--- config.mk ---
export PLATFORM = sky130hd
export DESIGN_NAME = breaker_command_sequencer
export DESIGN_NICKNAME = d
export VERILOG_FILES = /design/src/include/breaker_seq_pkg.sv /design/src/logic/breaker_command_sequencer.sv
export SDC_FILE = /design/constraint.sdc
export NUM_CORES = 1
export LEC_CHECK = 0
export BUFFER_PORTS_ARGS = -buffer_cell sky130_fd_sc_hd__buf_2
export CAP_MARGIN = 20
export CELL_PAD_IN_SITES_DETAIL_PLACEMENT = 0
export CELL_PAD_IN_SITES_GLOBAL_PLACEMENT = 1
export CORE_ASPECT_RATIO = 0.7
export CORE_MARGIN = 5
export CORE_UTILIZATION = 46
export DETAILED_ROUTE_END_ITERATION = 10
export PLACE_DENSITY = 0.95
export SLEW_MARGIN = 15
export SYNTH_ARGS = -nofsm -noshare
export SYNTH_HDL_FRONTEND = slang
export SYNTH_SLANG_ARGS = --single-unit
--- constraint.sdc ---
create_clock -name clk_i -period 8.3 [get_ports clk_i]
set_input_delay 1.245 -clock clk_i [delete_from_list [all_inputs] [get_ports clk_i]]
set_output_delay 1.245 -clock clk_i [all_outputs]
set_load 0.02 [all_outputs]
--- src/include/breaker_seq_pkg.sv ---
// Constants, types and timing for the breaker command sequencer
package breaker_seq_pkg;

  localparam int unsigned NUM_DEV = 4;
  localparam int unsigned DEV_W = 2;
  localparam int unsigned NUM_REMOTE = 3;
  localparam int unsigned TMR_W = 32;

  // Timing, figures in their own units
  localparam int unsigned CLK_HZ = 10_000_000;
  localparam int unsigned ENTER_TIMEOUT_S = 60;
  localparam int unsigned WATCHDOG_MS = 1000;
  localparam int unsigned ENTER_TIMEOUT_CYC = ENTER_TIMEOUT_S * CLK_HZ;
  localparam int unsigned WATCHDOG_CYC = WATCHDOG_MS * (CLK_HZ / 1000);

  localparam logic AUTH_LOCAL = 1'b0;
  localparam logic AUTH_REMOTE = 1'b1;

  typedef enum logic [1:0] {SRC_KEYPAD, SRC_TOOL, SRC_SCADA, SRC_AUTO} src_e;

  typedef enum logic [2:0] {
    PS_STATUS_SET, PS_STATUS_CLR, PS_AUTH, PS_PARAM, PS_SCADA_BLK, PS_BUF_RESET,
    PS_OUT_BLK, PS_IN_BLK
  } pseudo_e;

  typedef enum logic [3:0] {
    REJ_NONE, REJ_ACCESS, REJ_AUTH, REJ_POSITION, REJ_ZONE, REJ_SYSTEM, REJ_DOUBLE,
    REJ_PROT, REJ_SETTING, REJ_NO_OUTPUT, REJ_OUT_BLOCK, REJ_IN_PROGRESS, REJ_ONE_OF_N,
    REJ_WATCHDOG
  } rej_e;

  typedef struct packed {
    logic valid;
    logic pseudo;
    pseudo_e op;
    logic val;
    logic [DEV_W-1:0] dev;
    logic close;
  } cmd_s;

  typedef struct packed {
    logic auth;
    logic pos;
    logic zone;
    logic sys;
    logic dbl;
    logic prot;
  } ilk_cfg_s;

  typedef struct packed {
    logic assigned;
    logic has_fb;
    logic [1:0] relay_grp;
    ilk_cfg_s ilk;
  } dev_cfg_s;

  typedef struct packed {
    logic ctrl;
    logic open;
    logic close;
    logic enter;
    logic esc;
    logic next;
  } key_s;

endpackage : breaker_seq_pkg

--- src/logic/breaker_command_sequencer.sv ---
// Breaker command sequencer: keypad handshake, command checks, output drive
// Function
// - Commands come from keypad, configuration tool, SCADA and automatic functions.
// - Open and close keys act only after the control key shows the control display.
// - Open or close blinks the device in target position and prompts; enter confirms.
// - After first enter a security check runs; a second enter executes.
// - No enter within one minute cancels the pending selection.
// - Escape cancels the pending selection until the second enter; a command waiting to issue is not cancelled.
// - Success shows new position and executed; feedback commands also show feedback OK.
// - Interlock refusal shows its reason and needs enter before further keypad commands.
// - Control commands drive open or close binary outputs.
// - Pseudo commands set internal states and never drive binary outputs.
// - Access rights checked first, then interlocked or non-interlocked mode decides.
// - Per-device selectable checks: authority, position, zone, system, protection; double is always checked.
// - Watchdog aborts a command when initiation to contact closure reaches one second.
// - Commands are denied while a setting modification is in progress.
// - Commands to switchgear without an assigned output are denied.
// - Commands are denied while an output block for that switchgear is active.
// - Only one command per switchgear at a time; a further one is refused.
// - A second command on an already initiated shared output relay is refused.
// - Release only after all enabled checks pass; execution monitored afterwards.
// - Protection blocking refuses close while any element is picked up; open passes.
// - Position check refuses a command already in the requested position, any mode.
`timescale 1ns/1ps
module breaker_command_sequencer
  import breaker_seq_pkg::*;
#(
  parameter int unsigned ENTER_TO_CYC = ENTER_TIMEOUT_CYC,
  parameter int unsigned WD_CYC = WATCHDOG_CYC
) (
  input wire logic clk_i,
  input wire logic resetn_i,
  input wire key_s keys_i,
  input wire cmd_s [NUM_REMOTE-1:0] remote_cmd_i,
  input wire logic [3:0] access_ok_i,
  input wire logic interlock_mode_i,
  input wire logic setting_mod_i,
  input wire dev_cfg_s [NUM_DEV-1:0] dev_cfg_i,
  input wire logic [NUM_DEV-1:0] pos_closed_i,
  input wire logic [NUM_DEV-1:0] user_interlock_logic_ok_i,
  input wire logic system_ok_i,
  input wire logic pickup_i,
  output logic [NUM_REMOTE-1:0] remote_taken_o,
  output logic [NUM_DEV-1:0] out_open_o,
  output logic [NUM_DEV-1:0] out_close_o,
  output logic done_o,
  output logic reject_o,
  output rej_e reject_code_o,
  output src_e event_src_o,
  output logic ctrl_display_o,
  output logic blink_o,
  output logic confirm_o,
  output logic confirm2_o,
  output logic [DEV_W-1:0] sel_dev_o,
  output logic sel_close_o,
  output logic executed_o,
  output logic feedback_ok_o,
  output logic error_o,
  output rej_e error_code_o,
  output logic authority_o,
  output logic param_set_o,
  output logic scada_block_o,
  output logic buf_reset_o,
  output logic [NUM_DEV-1:0] out_block_o,
  output logic [NUM_DEV-1:0] in_block_o,
  output logic [NUM_DEV-1:0] pos_eff_o
);

  typedef enum {K_IDLE, K_CTRL, K_CONFIRM1, K_SECURE, K_CONFIRM2, K_EXEC, K_ERROR} kp_state_e;
  typedef enum {E_IDLE, E_RUN} eng_state_e;

  ////////////////////////////////////////////////////////////////////////////////
  // Key synchroniser, edges taken only from the second stage
  key_s key_s1_r, key_s2_r, key_prev_r;
  key_s press;

  always_comb
  begin
    press = key_s2_r & ~key_prev_r;
  end

  always_ff @(posedge clk_i)
  begin
    if (!resetn_i)
    begin
      key_s1_r <= '0;
      key_s2_r <= '0;
      key_prev_r <= '0;
    end
    else
    begin
      key_s1_r <= keys_i;
      key_s2_r <= key_s1_r;
      key_prev_r <= key_s2_r;
    end
  end

  ////////////////////////////////////////////////////////////////////////////////
  // State shared by the checks
  eng_state_e eng_r, eng_nxt;
  cmd_s cur_r, cur_nxt;
  logic authority_r, authority_nxt;
  logic [NUM_DEV-1:0] out_blk_r, out_blk_nxt, ovr_en_r, ovr_en_nxt, ovr_val_r, ovr_val_nxt;
  logic [NUM_DEV-1:0] pos_eff;

  always_comb
  begin
    for (int i = 0; i < NUM_DEV; i++)
    begin
      pos_eff[i] = ovr_en_r[i] ? ovr_val_r[i] : pos_closed_i[i];
    end
  end

  function automatic rej_e check_cmd(input cmd_s c, input src_e s);
    dev_cfg_s cfg;
    cfg = dev_cfg_i[c.dev];
    if (!access_ok_i[s])
      return REJ_ACCESS;
    if (c.pseudo)
      return REJ_NONE; // Internal actions bypass interlocking
    if (setting_mod_i)
      return REJ_SETTING;
    if (!cfg.assigned)
      return REJ_NO_OUTPUT;
    if (out_blk_r[c.dev])
      return REJ_OUT_BLOCK;
    if (eng_r == E_RUN)
    begin
      if (cur_r.dev == c.dev)
        return REJ_IN_PROGRESS;
      if (dev_cfg_i[cur_r.dev].relay_grp == cfg.relay_grp)
        return REJ_ONE_OF_N;
      // Single engine: parallel commands are always refused
      return REJ_DOUBLE;
    end
    if (cfg.ilk.pos && (pos_eff[c.dev] == c.close))
      return REJ_POSITION;
    if (interlock_mode_i)
    begin
      if (cfg.ilk.auth && (s == SRC_KEYPAD) && (authority_r != AUTH_LOCAL))
        return REJ_AUTH;
      if (cfg.ilk.auth && (s != SRC_KEYPAD) && (s != SRC_AUTO) && (authority_r != AUTH_REMOTE))
        return REJ_AUTH;
      if (cfg.ilk.zone && !user_interlock_logic_ok_i[c.dev])
        return REJ_ZONE;
      if (cfg.ilk.sys && !system_ok_i)
        return REJ_SYSTEM;
      if (cfg.ilk.prot && c.close && pickup_i)
        return REJ_PROT;
    end
    return REJ_NONE;
  endfunction : check_cmd

  ////////////////////////////////////////////////////////////////////////////////
  // Keypad handshake
  kp_state_e kp_r, kp_nxt;
  logic [TMR_W-1:0] kp_tmr_r, kp_tmr_nxt;
  logic [DEV_W-1:0] sel_r, sel_nxt;
  logic sel_close_r, sel_close_nxt, executed_r, executed_nxt, fbok_r, fbok_nxt;
  rej_e err_r, err_nxt;
  cmd_s kp_cmd;
  rej_e kp_chk;
  logic take_kp, ev_done, ev_rej, ev_fbok;
  rej_e ev_code;
  src_e ev_src;
  logic disp_r, disp_nxt, blink_r, blink_nxt, cfm1_r, cfm1_nxt;
  logic cfm2_r, cfm2_nxt, err_on_r, err_on_nxt;

  always_comb
  begin
    kp_cmd = '{valid: 1'b1, pseudo: 1'b0, op: PS_STATUS_SET, val: 1'b0, dev: sel_r,
               close: sel_close_r};
    kp_chk = check_cmd(kp_cmd, SRC_KEYPAD);
    kp_nxt = kp_r;
    kp_tmr_nxt = '0;
    sel_nxt = sel_r;
    sel_close_nxt = sel_close_r;
    err_nxt = err_r;
    executed_nxt = executed_r;
    fbok_nxt = fbok_r;
    if (press != '0)
    begin
      executed_nxt = 1'b0;
      fbok_nxt = 1'b0;
    end
    case (kp_r)
      K_IDLE:
        if (press.ctrl)
          kp_nxt = K_CTRL;
      K_CTRL:
        if (press.ctrl)
          kp_nxt = K_IDLE;
        else if (press.next)
          sel_nxt = sel_r + 1'b1;
        else if (press.open || press.close)
        begin
          sel_close_nxt = press.close;
          kp_nxt = K_CONFIRM1;
        end
      K_CONFIRM1, K_CONFIRM2:
      begin
        kp_tmr_nxt = kp_tmr_r + 1'b1;
        if (press.esc)
          kp_nxt = K_CTRL;
        else if (press.enter)
        begin
          kp_tmr_nxt = '0;
          kp_nxt = (kp_r == K_CONFIRM1) ? K_SECURE : K_EXEC;
        end
        else if (kp_tmr_r == TMR_W'(ENTER_TO_CYC - 1))
          kp_nxt = K_CTRL;
      end
      K_SECURE:
        if (press.esc)
          kp_nxt = K_CTRL;
        else if (kp_chk != REJ_NONE)
        begin
          err_nxt = kp_chk;
          kp_nxt = K_ERROR;
        end
        else
          kp_nxt = K_CONFIRM2;
      K_EXEC:
        if (ev_done && ev_src == SRC_KEYPAD)
        begin
          executed_nxt = 1'b1;
          fbok_nxt = ev_fbok;
          kp_nxt = K_CTRL;
        end
        else if (ev_rej && ev_src == SRC_KEYPAD)
        begin
          err_nxt = ev_code;
          kp_nxt = K_ERROR;
        end
        else if (press.esc && !take_kp && eng_r == E_IDLE)
          kp_nxt = K_CTRL;
      K_ERROR:
        if (press.enter)
        begin
          err_nxt = REJ_NONE;
          kp_nxt = K_CTRL;
        end
      default:
        kp_nxt = K_IDLE;
    endcase
    // Display flags decoded from the next state so the pins come straight off flops
    disp_nxt = (kp_nxt != K_IDLE);
    blink_nxt = (kp_nxt == K_CONFIRM1) || (kp_nxt == K_SECURE) || (kp_nxt == K_CONFIRM2);
    cfm1_nxt = (kp_nxt == K_CONFIRM1);
    cfm2_nxt = (kp_nxt == K_CONFIRM2);
    err_on_nxt = (kp_nxt == K_ERROR);
  end

  always_ff @(posedge clk_i)
  begin
    if (!resetn_i)
    begin
      kp_r <= K_IDLE;
      kp_tmr_r <= '0;
      sel_r <= '0;
      sel_close_r <= 1'b0;
      err_r <= REJ_NONE;
      executed_r <= 1'b0;
      fbok_r <= 1'b0;
      disp_r <= 1'b0;
      blink_r <= 1'b0;
      cfm1_r <= 1'b0;
      cfm2_r <= 1'b0;
      err_on_r <= 1'b0;
    end
    else
    begin
      kp_r <= kp_nxt;
      kp_tmr_r <= kp_tmr_nxt;
      sel_r <= sel_nxt;
      sel_close_r <= sel_close_nxt;
      err_r <= err_nxt;
      executed_r <= executed_nxt;
      fbok_r <= fbok_nxt;
      disp_r <= disp_nxt;
      blink_r <= blink_nxt;
      cfm1_r <= cfm1_nxt;
      cfm2_r <= cfm2_nxt;
      err_on_r <= err_on_nxt;
    end
  end

  ////////////////////////////////////////////////////////////////////////////////
  // Command engine, output drive and internal states
  src_e cur_src_r, cur_src_nxt;
  logic [TMR_W-1:0] wd_r, wd_nxt;
  logic [NUM_DEV-1:0] open_r, open_nxt, close_r, close_nxt, in_blk_r, in_blk_nxt;
  logic [NUM_REMOTE-1:0] taken_r, taken_nxt;
  logic param_r, param_nxt, scada_blk_r, scada_blk_nxt, buf_rst_r, buf_rst_nxt;
  cmd_s cand;
  src_e cand_src;
  rej_e cand_chk;
  logic run_fin;

  always_comb
  begin
    eng_nxt = eng_r;
    cur_nxt = cur_r;
    cur_src_nxt = cur_src_r;
    wd_nxt = '0;
    open_nxt = open_r;
    close_nxt = close_r;
    taken_nxt = '0;
    authority_nxt = authority_r;
    param_nxt = param_r;
    scada_blk_nxt = scada_blk_r;
    buf_rst_nxt = 1'b0;
    out_blk_nxt = out_blk_r;
    in_blk_nxt = in_blk_r;
    ovr_en_nxt = ovr_en_r;
    ovr_val_nxt = ovr_val_r;
    take_kp = 1'b0;
    ev_done = 1'b0;
    ev_rej = 1'b0;
    ev_fbok = 1'b0;
    ev_code = REJ_NONE;
    ev_src = cur_src_r;
    cand = kp_cmd;
    cand_src = SRC_KEYPAD;
    cand.valid = (kp_r == K_EXEC);
    for (int i = NUM_REMOTE - 1; i >= 0; i--)
    begin
      if (!cand.valid || cand_src != SRC_KEYPAD || kp_r != K_EXEC)
      begin
        if (remote_cmd_i[i].valid && !taken_r[i])
        begin
          cand = remote_cmd_i[i];
          cand_src = src_e'(i + 1);
        end
      end
    end
    if (kp_r == K_EXEC)
    begin
      cand = kp_cmd;
      cand_src = SRC_KEYPAD;
    end
    cand_chk = check_cmd(cand, cand_src);
    run_fin = !dev_cfg_i[cur_r.dev].has_fb || (pos_eff[cur_r.dev] == cur_r.close);
    // Watchdog keeps counting while refusals are handed out
    if (eng_r == E_RUN)
    begin
      wd_nxt = wd_r + 1'b1;
    end
    // Ending the running command wins; a waiting request is taken a cycle later
    if (eng_r == E_RUN && (run_fin || wd_r == TMR_W'(WD_CYC - 1)))
    begin
      ev_src = cur_src_r;
      open_nxt = '0;
      close_nxt = '0;
      eng_nxt = E_IDLE;
      if (run_fin)
      begin
        ev_done = 1'b1;
        ev_fbok = dev_cfg_i[cur_r.dev].has_fb;
      end
      else
      begin
        ev_rej = 1'b1;
        ev_code = REJ_WATCHDOG;
      end
    end
    else if (cand.valid && (eng_r == E_IDLE || cand_src != SRC_KEYPAD))
    begin
      ev_src = cand_src;
      if (cand_src == SRC_KEYPAD)
        take_kp = 1'b1;
      else
        taken_nxt[cand_src - 1] = 1'b1;
      if (cand_chk != REJ_NONE)
      begin
        ev_rej = 1'b1;
        ev_code = cand_chk;
      end
      else if (cand.pseudo)
      begin
        ev_done = 1'b1;
        case (cand.op)
          PS_STATUS_SET: begin ovr_en_nxt[cand.dev] = 1'b1; ovr_val_nxt[cand.dev] = cand.val; end
          PS_STATUS_CLR: ovr_en_nxt[cand.dev] = 1'b0;
          PS_AUTH: authority_nxt = cand.val;
          PS_PARAM: param_nxt = cand.val;
          PS_SCADA_BLK: scada_blk_nxt = cand.val;
          PS_BUF_RESET: buf_rst_nxt = 1'b1;
          PS_OUT_BLK: out_blk_nxt[cand.dev] = cand.val;
          PS_IN_BLK: in_blk_nxt[cand.dev] = cand.val;
          default: ev_done = 1'b1;
        endcase
      end
      else
      begin
        // Release only after every enabled check passed
        cur_nxt = cand;
        cur_src_nxt = cand_src;
        open_nxt[cand.dev] = !cand.close;
        close_nxt[cand.dev] = cand.close;
        eng_nxt = E_RUN;
      end
    end
  end

  always_ff @(posedge clk_i)
  begin
    if (!resetn_i)
    begin
      eng_r <= E_IDLE;
      cur_r <= '0;
      cur_src_r <= SRC_KEYPAD;
      wd_r <= '0;
      open_r <= '0;
      close_r <= '0;
      taken_r <= '0;
      authority_r <= AUTH_LOCAL;
      param_r <= 1'b0;
      scada_blk_r <= 1'b0;
      buf_rst_r <= 1'b0;
      out_blk_r <= '0;
      in_blk_r <= '0;
      ovr_en_r <= '0;
      ovr_val_r <= '0;
      done_o <= 1'b0;
      reject_o <= 1'b0;
      reject_code_o <= REJ_NONE;
      event_src_o <= SRC_KEYPAD;
      pos_eff_o <= '0;
    end
    else
    begin
      eng_r <= eng_nxt;
      cur_r <= cur_nxt;
      cur_src_r <= cur_src_nxt;
      wd_r <= wd_nxt;
      open_r <= open_nxt;
      close_r <= close_nxt;
      taken_r <= taken_nxt;
      authority_r <= authority_nxt;
      param_r <= param_nxt;
      scada_blk_r <= scada_blk_nxt;
      buf_rst_r <= buf_rst_nxt;
      out_blk_r <= out_blk_nxt;
      in_blk_r <= in_blk_nxt;
      ovr_en_r <= ovr_en_nxt;
      ovr_val_r <= ovr_val_nxt;
      done_o <= ev_done;
      reject_o <= ev_rej;
      reject_code_o <= ev_code;
      event_src_o <= ev_src;
      pos_eff_o <= pos_eff;
    end
  end

  ////////////////////////////////////////////////////////////////////////////////
  // Flop outputs
  always_comb
  begin
    remote_taken_o = taken_r;
    out_open_o = open_r;
    out_close_o = close_r;
    ctrl_display_o = disp_r;
    blink_o = blink_r;
    confirm_o = cfm1_r;
    confirm2_o = cfm2_r;
    sel_dev_o = sel_r;
    sel_close_o = sel_close_r;
    executed_o = executed_r;
    feedback_ok_o = fbok_r;
    error_o = err_on_r;
    error_code_o = err_r;
    authority_o = authority_r;
    param_set_o = param_r;
    scada_block_o = scada_blk_r;
    buf_reset_o = buf_rst_r;
    out_block_o = out_blk_r;
    in_block_o = in_blk_r;
  end

endmodule : breaker_command_sequencer

==> results.cfg <==
[run_status]
status = completed

[synth]
synth_top_flop_cell = dfxtp_1
synth_compound_area_frac = 0.131
synth_top_area_cell = dfxtp_1
netlist_instances = 949
synth_xor_area_frac = 0.0656
postSynthAreaPerCell_um2 = 8.87
seq_area_frac_synth = 0.421
yosysWarnings = 0
async_flop_share = 0
syn_area_um2 = 8420
ys_ff_latch = 177
yosysUniqueCellTypes = 83
yosys-mux-area-fraction = 0.0847
synth_area_leaders = dfxtp_1, nor2_1, xor2_1
synth_top_area_frac = 0.421
yosys.area_share.simple = 0.266
synthAdderAreaFrac = 0.00297
synth_top_family_by_area = simple AND/OR/NAND/NOR gates
synth_edf_count = 0

[critical_path]
required_ns = 8.64
worst_setup_path_end_kind = flip-flop
path_max_fanout = 19
critPathKind = in2reg
crit_end = out_open_o[1]$_SDFFE_PP0P_
rr_startpoint = kp_r[13]$_SDFF_PN0_
cp.arrival_ns = 5.42
r2r_end = out_open_o[1]$_SDFFE_PP0P_
critPathLaunchType = input port
worstSetupStartpoint = remote_cmd_i[17]
reg2reg_depth = 12
r2r_slack_ns = 3.58

[power_and_ir_drop]
power_switching_share = 0.289
p_switching_mw = 0.564
p_leak_nw = 3.87
p_per_area_nw_per_um2 = 196
seqPwrFrac = 0.456
ir_drop_uv = 251
p_comb_frac = 0.149
power_frac_clock = 0.395
p_int_mw = 1.39

[timing]
finClkSkew_ns = 0.0101
slew_headroom = 0.287
setup_violations = 0
hold_violations = 0
max_freq_mhz = 197
drv_slew = 0
rsz0062_at_grt = false
final.setup.tns_ns = 0
fin_crit_ns = 5.08
setup_slack_ns = 3.22
period_share = 0.612
worst_pin_slew_ns = 1.07

[clock_tree]
clk_latency_ns = 0.43
cts_buffer_depth = 2
cts_tree = built
ctsHoldBuffers = 0
ctsResizeCount = 0
cts_setup_buffers = 0
worst_setup_hold_path_clk_slew_ns = 0.07
cts-root-buf = clkbuf_16
htree_levels = 4
cts_sinks = 177
cts-buffers-inserted = 17

[placed_design]
dp_hpwl_mm = 16.9
portBuffers = 135
post-place-ws_ns = 2.96
gp_congestion = 0.934

[finish]
drive_gt1_frac = 0.195
num-nets-final = 1192
n_antenna_cell = 0
utilization = 0.552
area_delta_synth_final_pct = 18.1
layout_commonest_cell = dfxtp_1
fillers = 1642
final_cell_mix = dfxtp_1, buf_2, nor2_1, nand2_1, a21oi_1

[floorplanning]
num_rows = 41
core_area_um2 = 18000
fp.dieH_um = 123
dieArea_um2 = 21100
initial_core_util = 0.467
fp.dieW_um = 172
io_pins = 140

[run]
cap_violations = 0

[global_route]
grtUsageTotal = 0.212
grt_pass1_vias = 6963
grt_max_degree = 43
antenna_found_initial = 0
grt_pass1_wl_mm = 35.7
grt-ovfl-total = 0

[routing]
drcViolationCount = 0
wl_met2_mm = 9.11
wl_met3_mm = 2.05
wl_mm = 22.7
num_vias = 7598
vias_per_cell = 5.64
wl_met1_mm = 11.2
ant_nets = 0
drt_iter0_drc = 850
post_drt_wl_per_cell_um = 16.8
firstDrtPassIters = 5
top_layer = met4

[hold_path]
hold_class = reg2reg
[synth_stat cells (3+ instances only)]
master    instances
nor2b_1          18
nor3_1           21
and3_1           22
xnor2_1          19
a211oi_1          7
nor2_1          131
nor4_2            6
nor4_1            8
or3_1            14
nand2b_1         14
mux4_2           16
a221oi_1          7
nor4b_1           4
inv_1            13
buf_4             4
mux2i_1          33
a31oi_1           5
o41ai_1           4
a221o_1           3
o311ai_0          4
o21a_1            5
nand3_1          43
xor2_1           44
a21o_1            3
o31a_1            4
clkbuf_1         27
a311oi_1          5
buf_2             5
o21ai_0          31
a21oi_1          45
and4_1            4
o22ai_1           3
dfxtp_1         177
nand2_1          97
and2_1           23
nand3b_1          4
o211ai_1          5
nand4_1          18
[routing by layer]
layer,global-route usage,vias to the layer above
met2,0.285,312
met1,0.326,3600
met3,0.0572,29
li1,-,3657
met5,0,-
met4,0.0663,0
[cell type report]
type | instances | area, µm² | share of cell area
clock buffer | 19 | 453 | 0.0456
clock inverter | 13 | 116 | 0.0117
inverter | 14 | 52.6 | 0.00529
multi-input combinational | 746 | 4740 | 0.477
sequential | 177 | 3540 | 0.356
tap | 236 | 295 | 0.0297
timing repair buffer | 143 | 736 | 0.0740
[how the worst min path moves through the flow]
stage                      startpoint                  endpoint  slack [ns]  cells past startpoint
2_1_floorplan  key_s2_r[4]$_SDFF_PN0_  key_prev_r[4]$_SDFF_PN0_        0.41                      2
3_3_place_gp   key_s1_r[3]$_SDFF_PN0_    key_s2_r[3]$_SDFF_PN0_        0.42                      1
3_5_place_dp   key_s1_r[3]$_SDFF_PN0_    key_s2_r[3]$_SDFF_PN0_        0.43                      1
4_1_cts        key_s1_r[3]$_SDFF_PN0_    key_s2_r[3]$_SDFF_PN0_        0.44                      1
5_1_grt            wd_r[0]$_SDFF_PN0_        wd_r[0]$_SDFF_PN0_        0.46                      1
6_report       key_s1_r[3]$_SDFF_PN0_    key_s2_r[3]$_SDFF_PN0_        0.44                      1
[critical path: stages]
cell and delay, ns:
buf_2 0.11, nor2b_1 0.25, a211oi_1 0.22, a2bb2oi_1 0.53, a21o_1 0.65, mux2i_1 0.28, o211ai_1 0.11, o32ai_2 0.26
o2111a_1 0.29, a31oi_1 0.19, nor4_4 0.84, a21oi_1 0.14, a311oi_1 0.27
[power by group through the flow]
stage | clock [mW] | sequential (mW) | combinational [mW]
floorplan | 0 | 0.913 | 0.190
global placement | 0 | 0.908 | 0.277
detailed placement | 0 | 0.909 | 0.282
CTS | 0.784 | 0.890 | 0.283
global route | 0.823 | 0.892 | 0.314
finish | 0.771 | 0.890 | 0.291
[flip-flops by register name (all words and copies together) (netlist names), 2 cells and up, named ones only]
| register | count |
|---|---|
| kp_r | 32 |
| kp_tmr_r | 32 |
| wd_r | 32 |
| key_prev_r | 6 |
| key_s1_r | 6 |
| key_s2_r | 6 |
| error_code_o | 4 |
| in_block_o | 4 |
| out_block_o | 4 |
| out_close_o | 4 |
| out_open_o | 4 |
| ovr_val_r | 4 |
| pos_eff_o | 4 |
| reject_code_o | 4 |
| cur_r | 3 |
| remote_taken_o | 3 |
| cur_src_r | 2 |
| event_src_o | 2 |
| sel_dev_o | 2 |
[logic make-up after synthesis]
kind of cell | count (synthesis)
other | 1
XOR/XNOR | 63
multiplexers | 51
adder cells (fa/ha/maj) | 2
AND/OR/NAND/NOR | 443
AO/OA/AOI/OAI | 158
buffers and inverters | 54
flip-flops | 177
[metrics by stage]
stage          hold WS, ns  std cells  area, µm²  total power [mW]
4_1_cts              0.443       1348       9940              1.96
5_1_grt              0.458       1348       9940              2.03
3_3_place_gp         0.423       1316       9370              1.19
2_1_floorplan        0.410        977       8520              1.10
6_report             0.440       1348       9940              1.95
3_5_place_dp         0.426       1316       9370              1.19
Note: power is estimated with default switching activity, not from simulation.
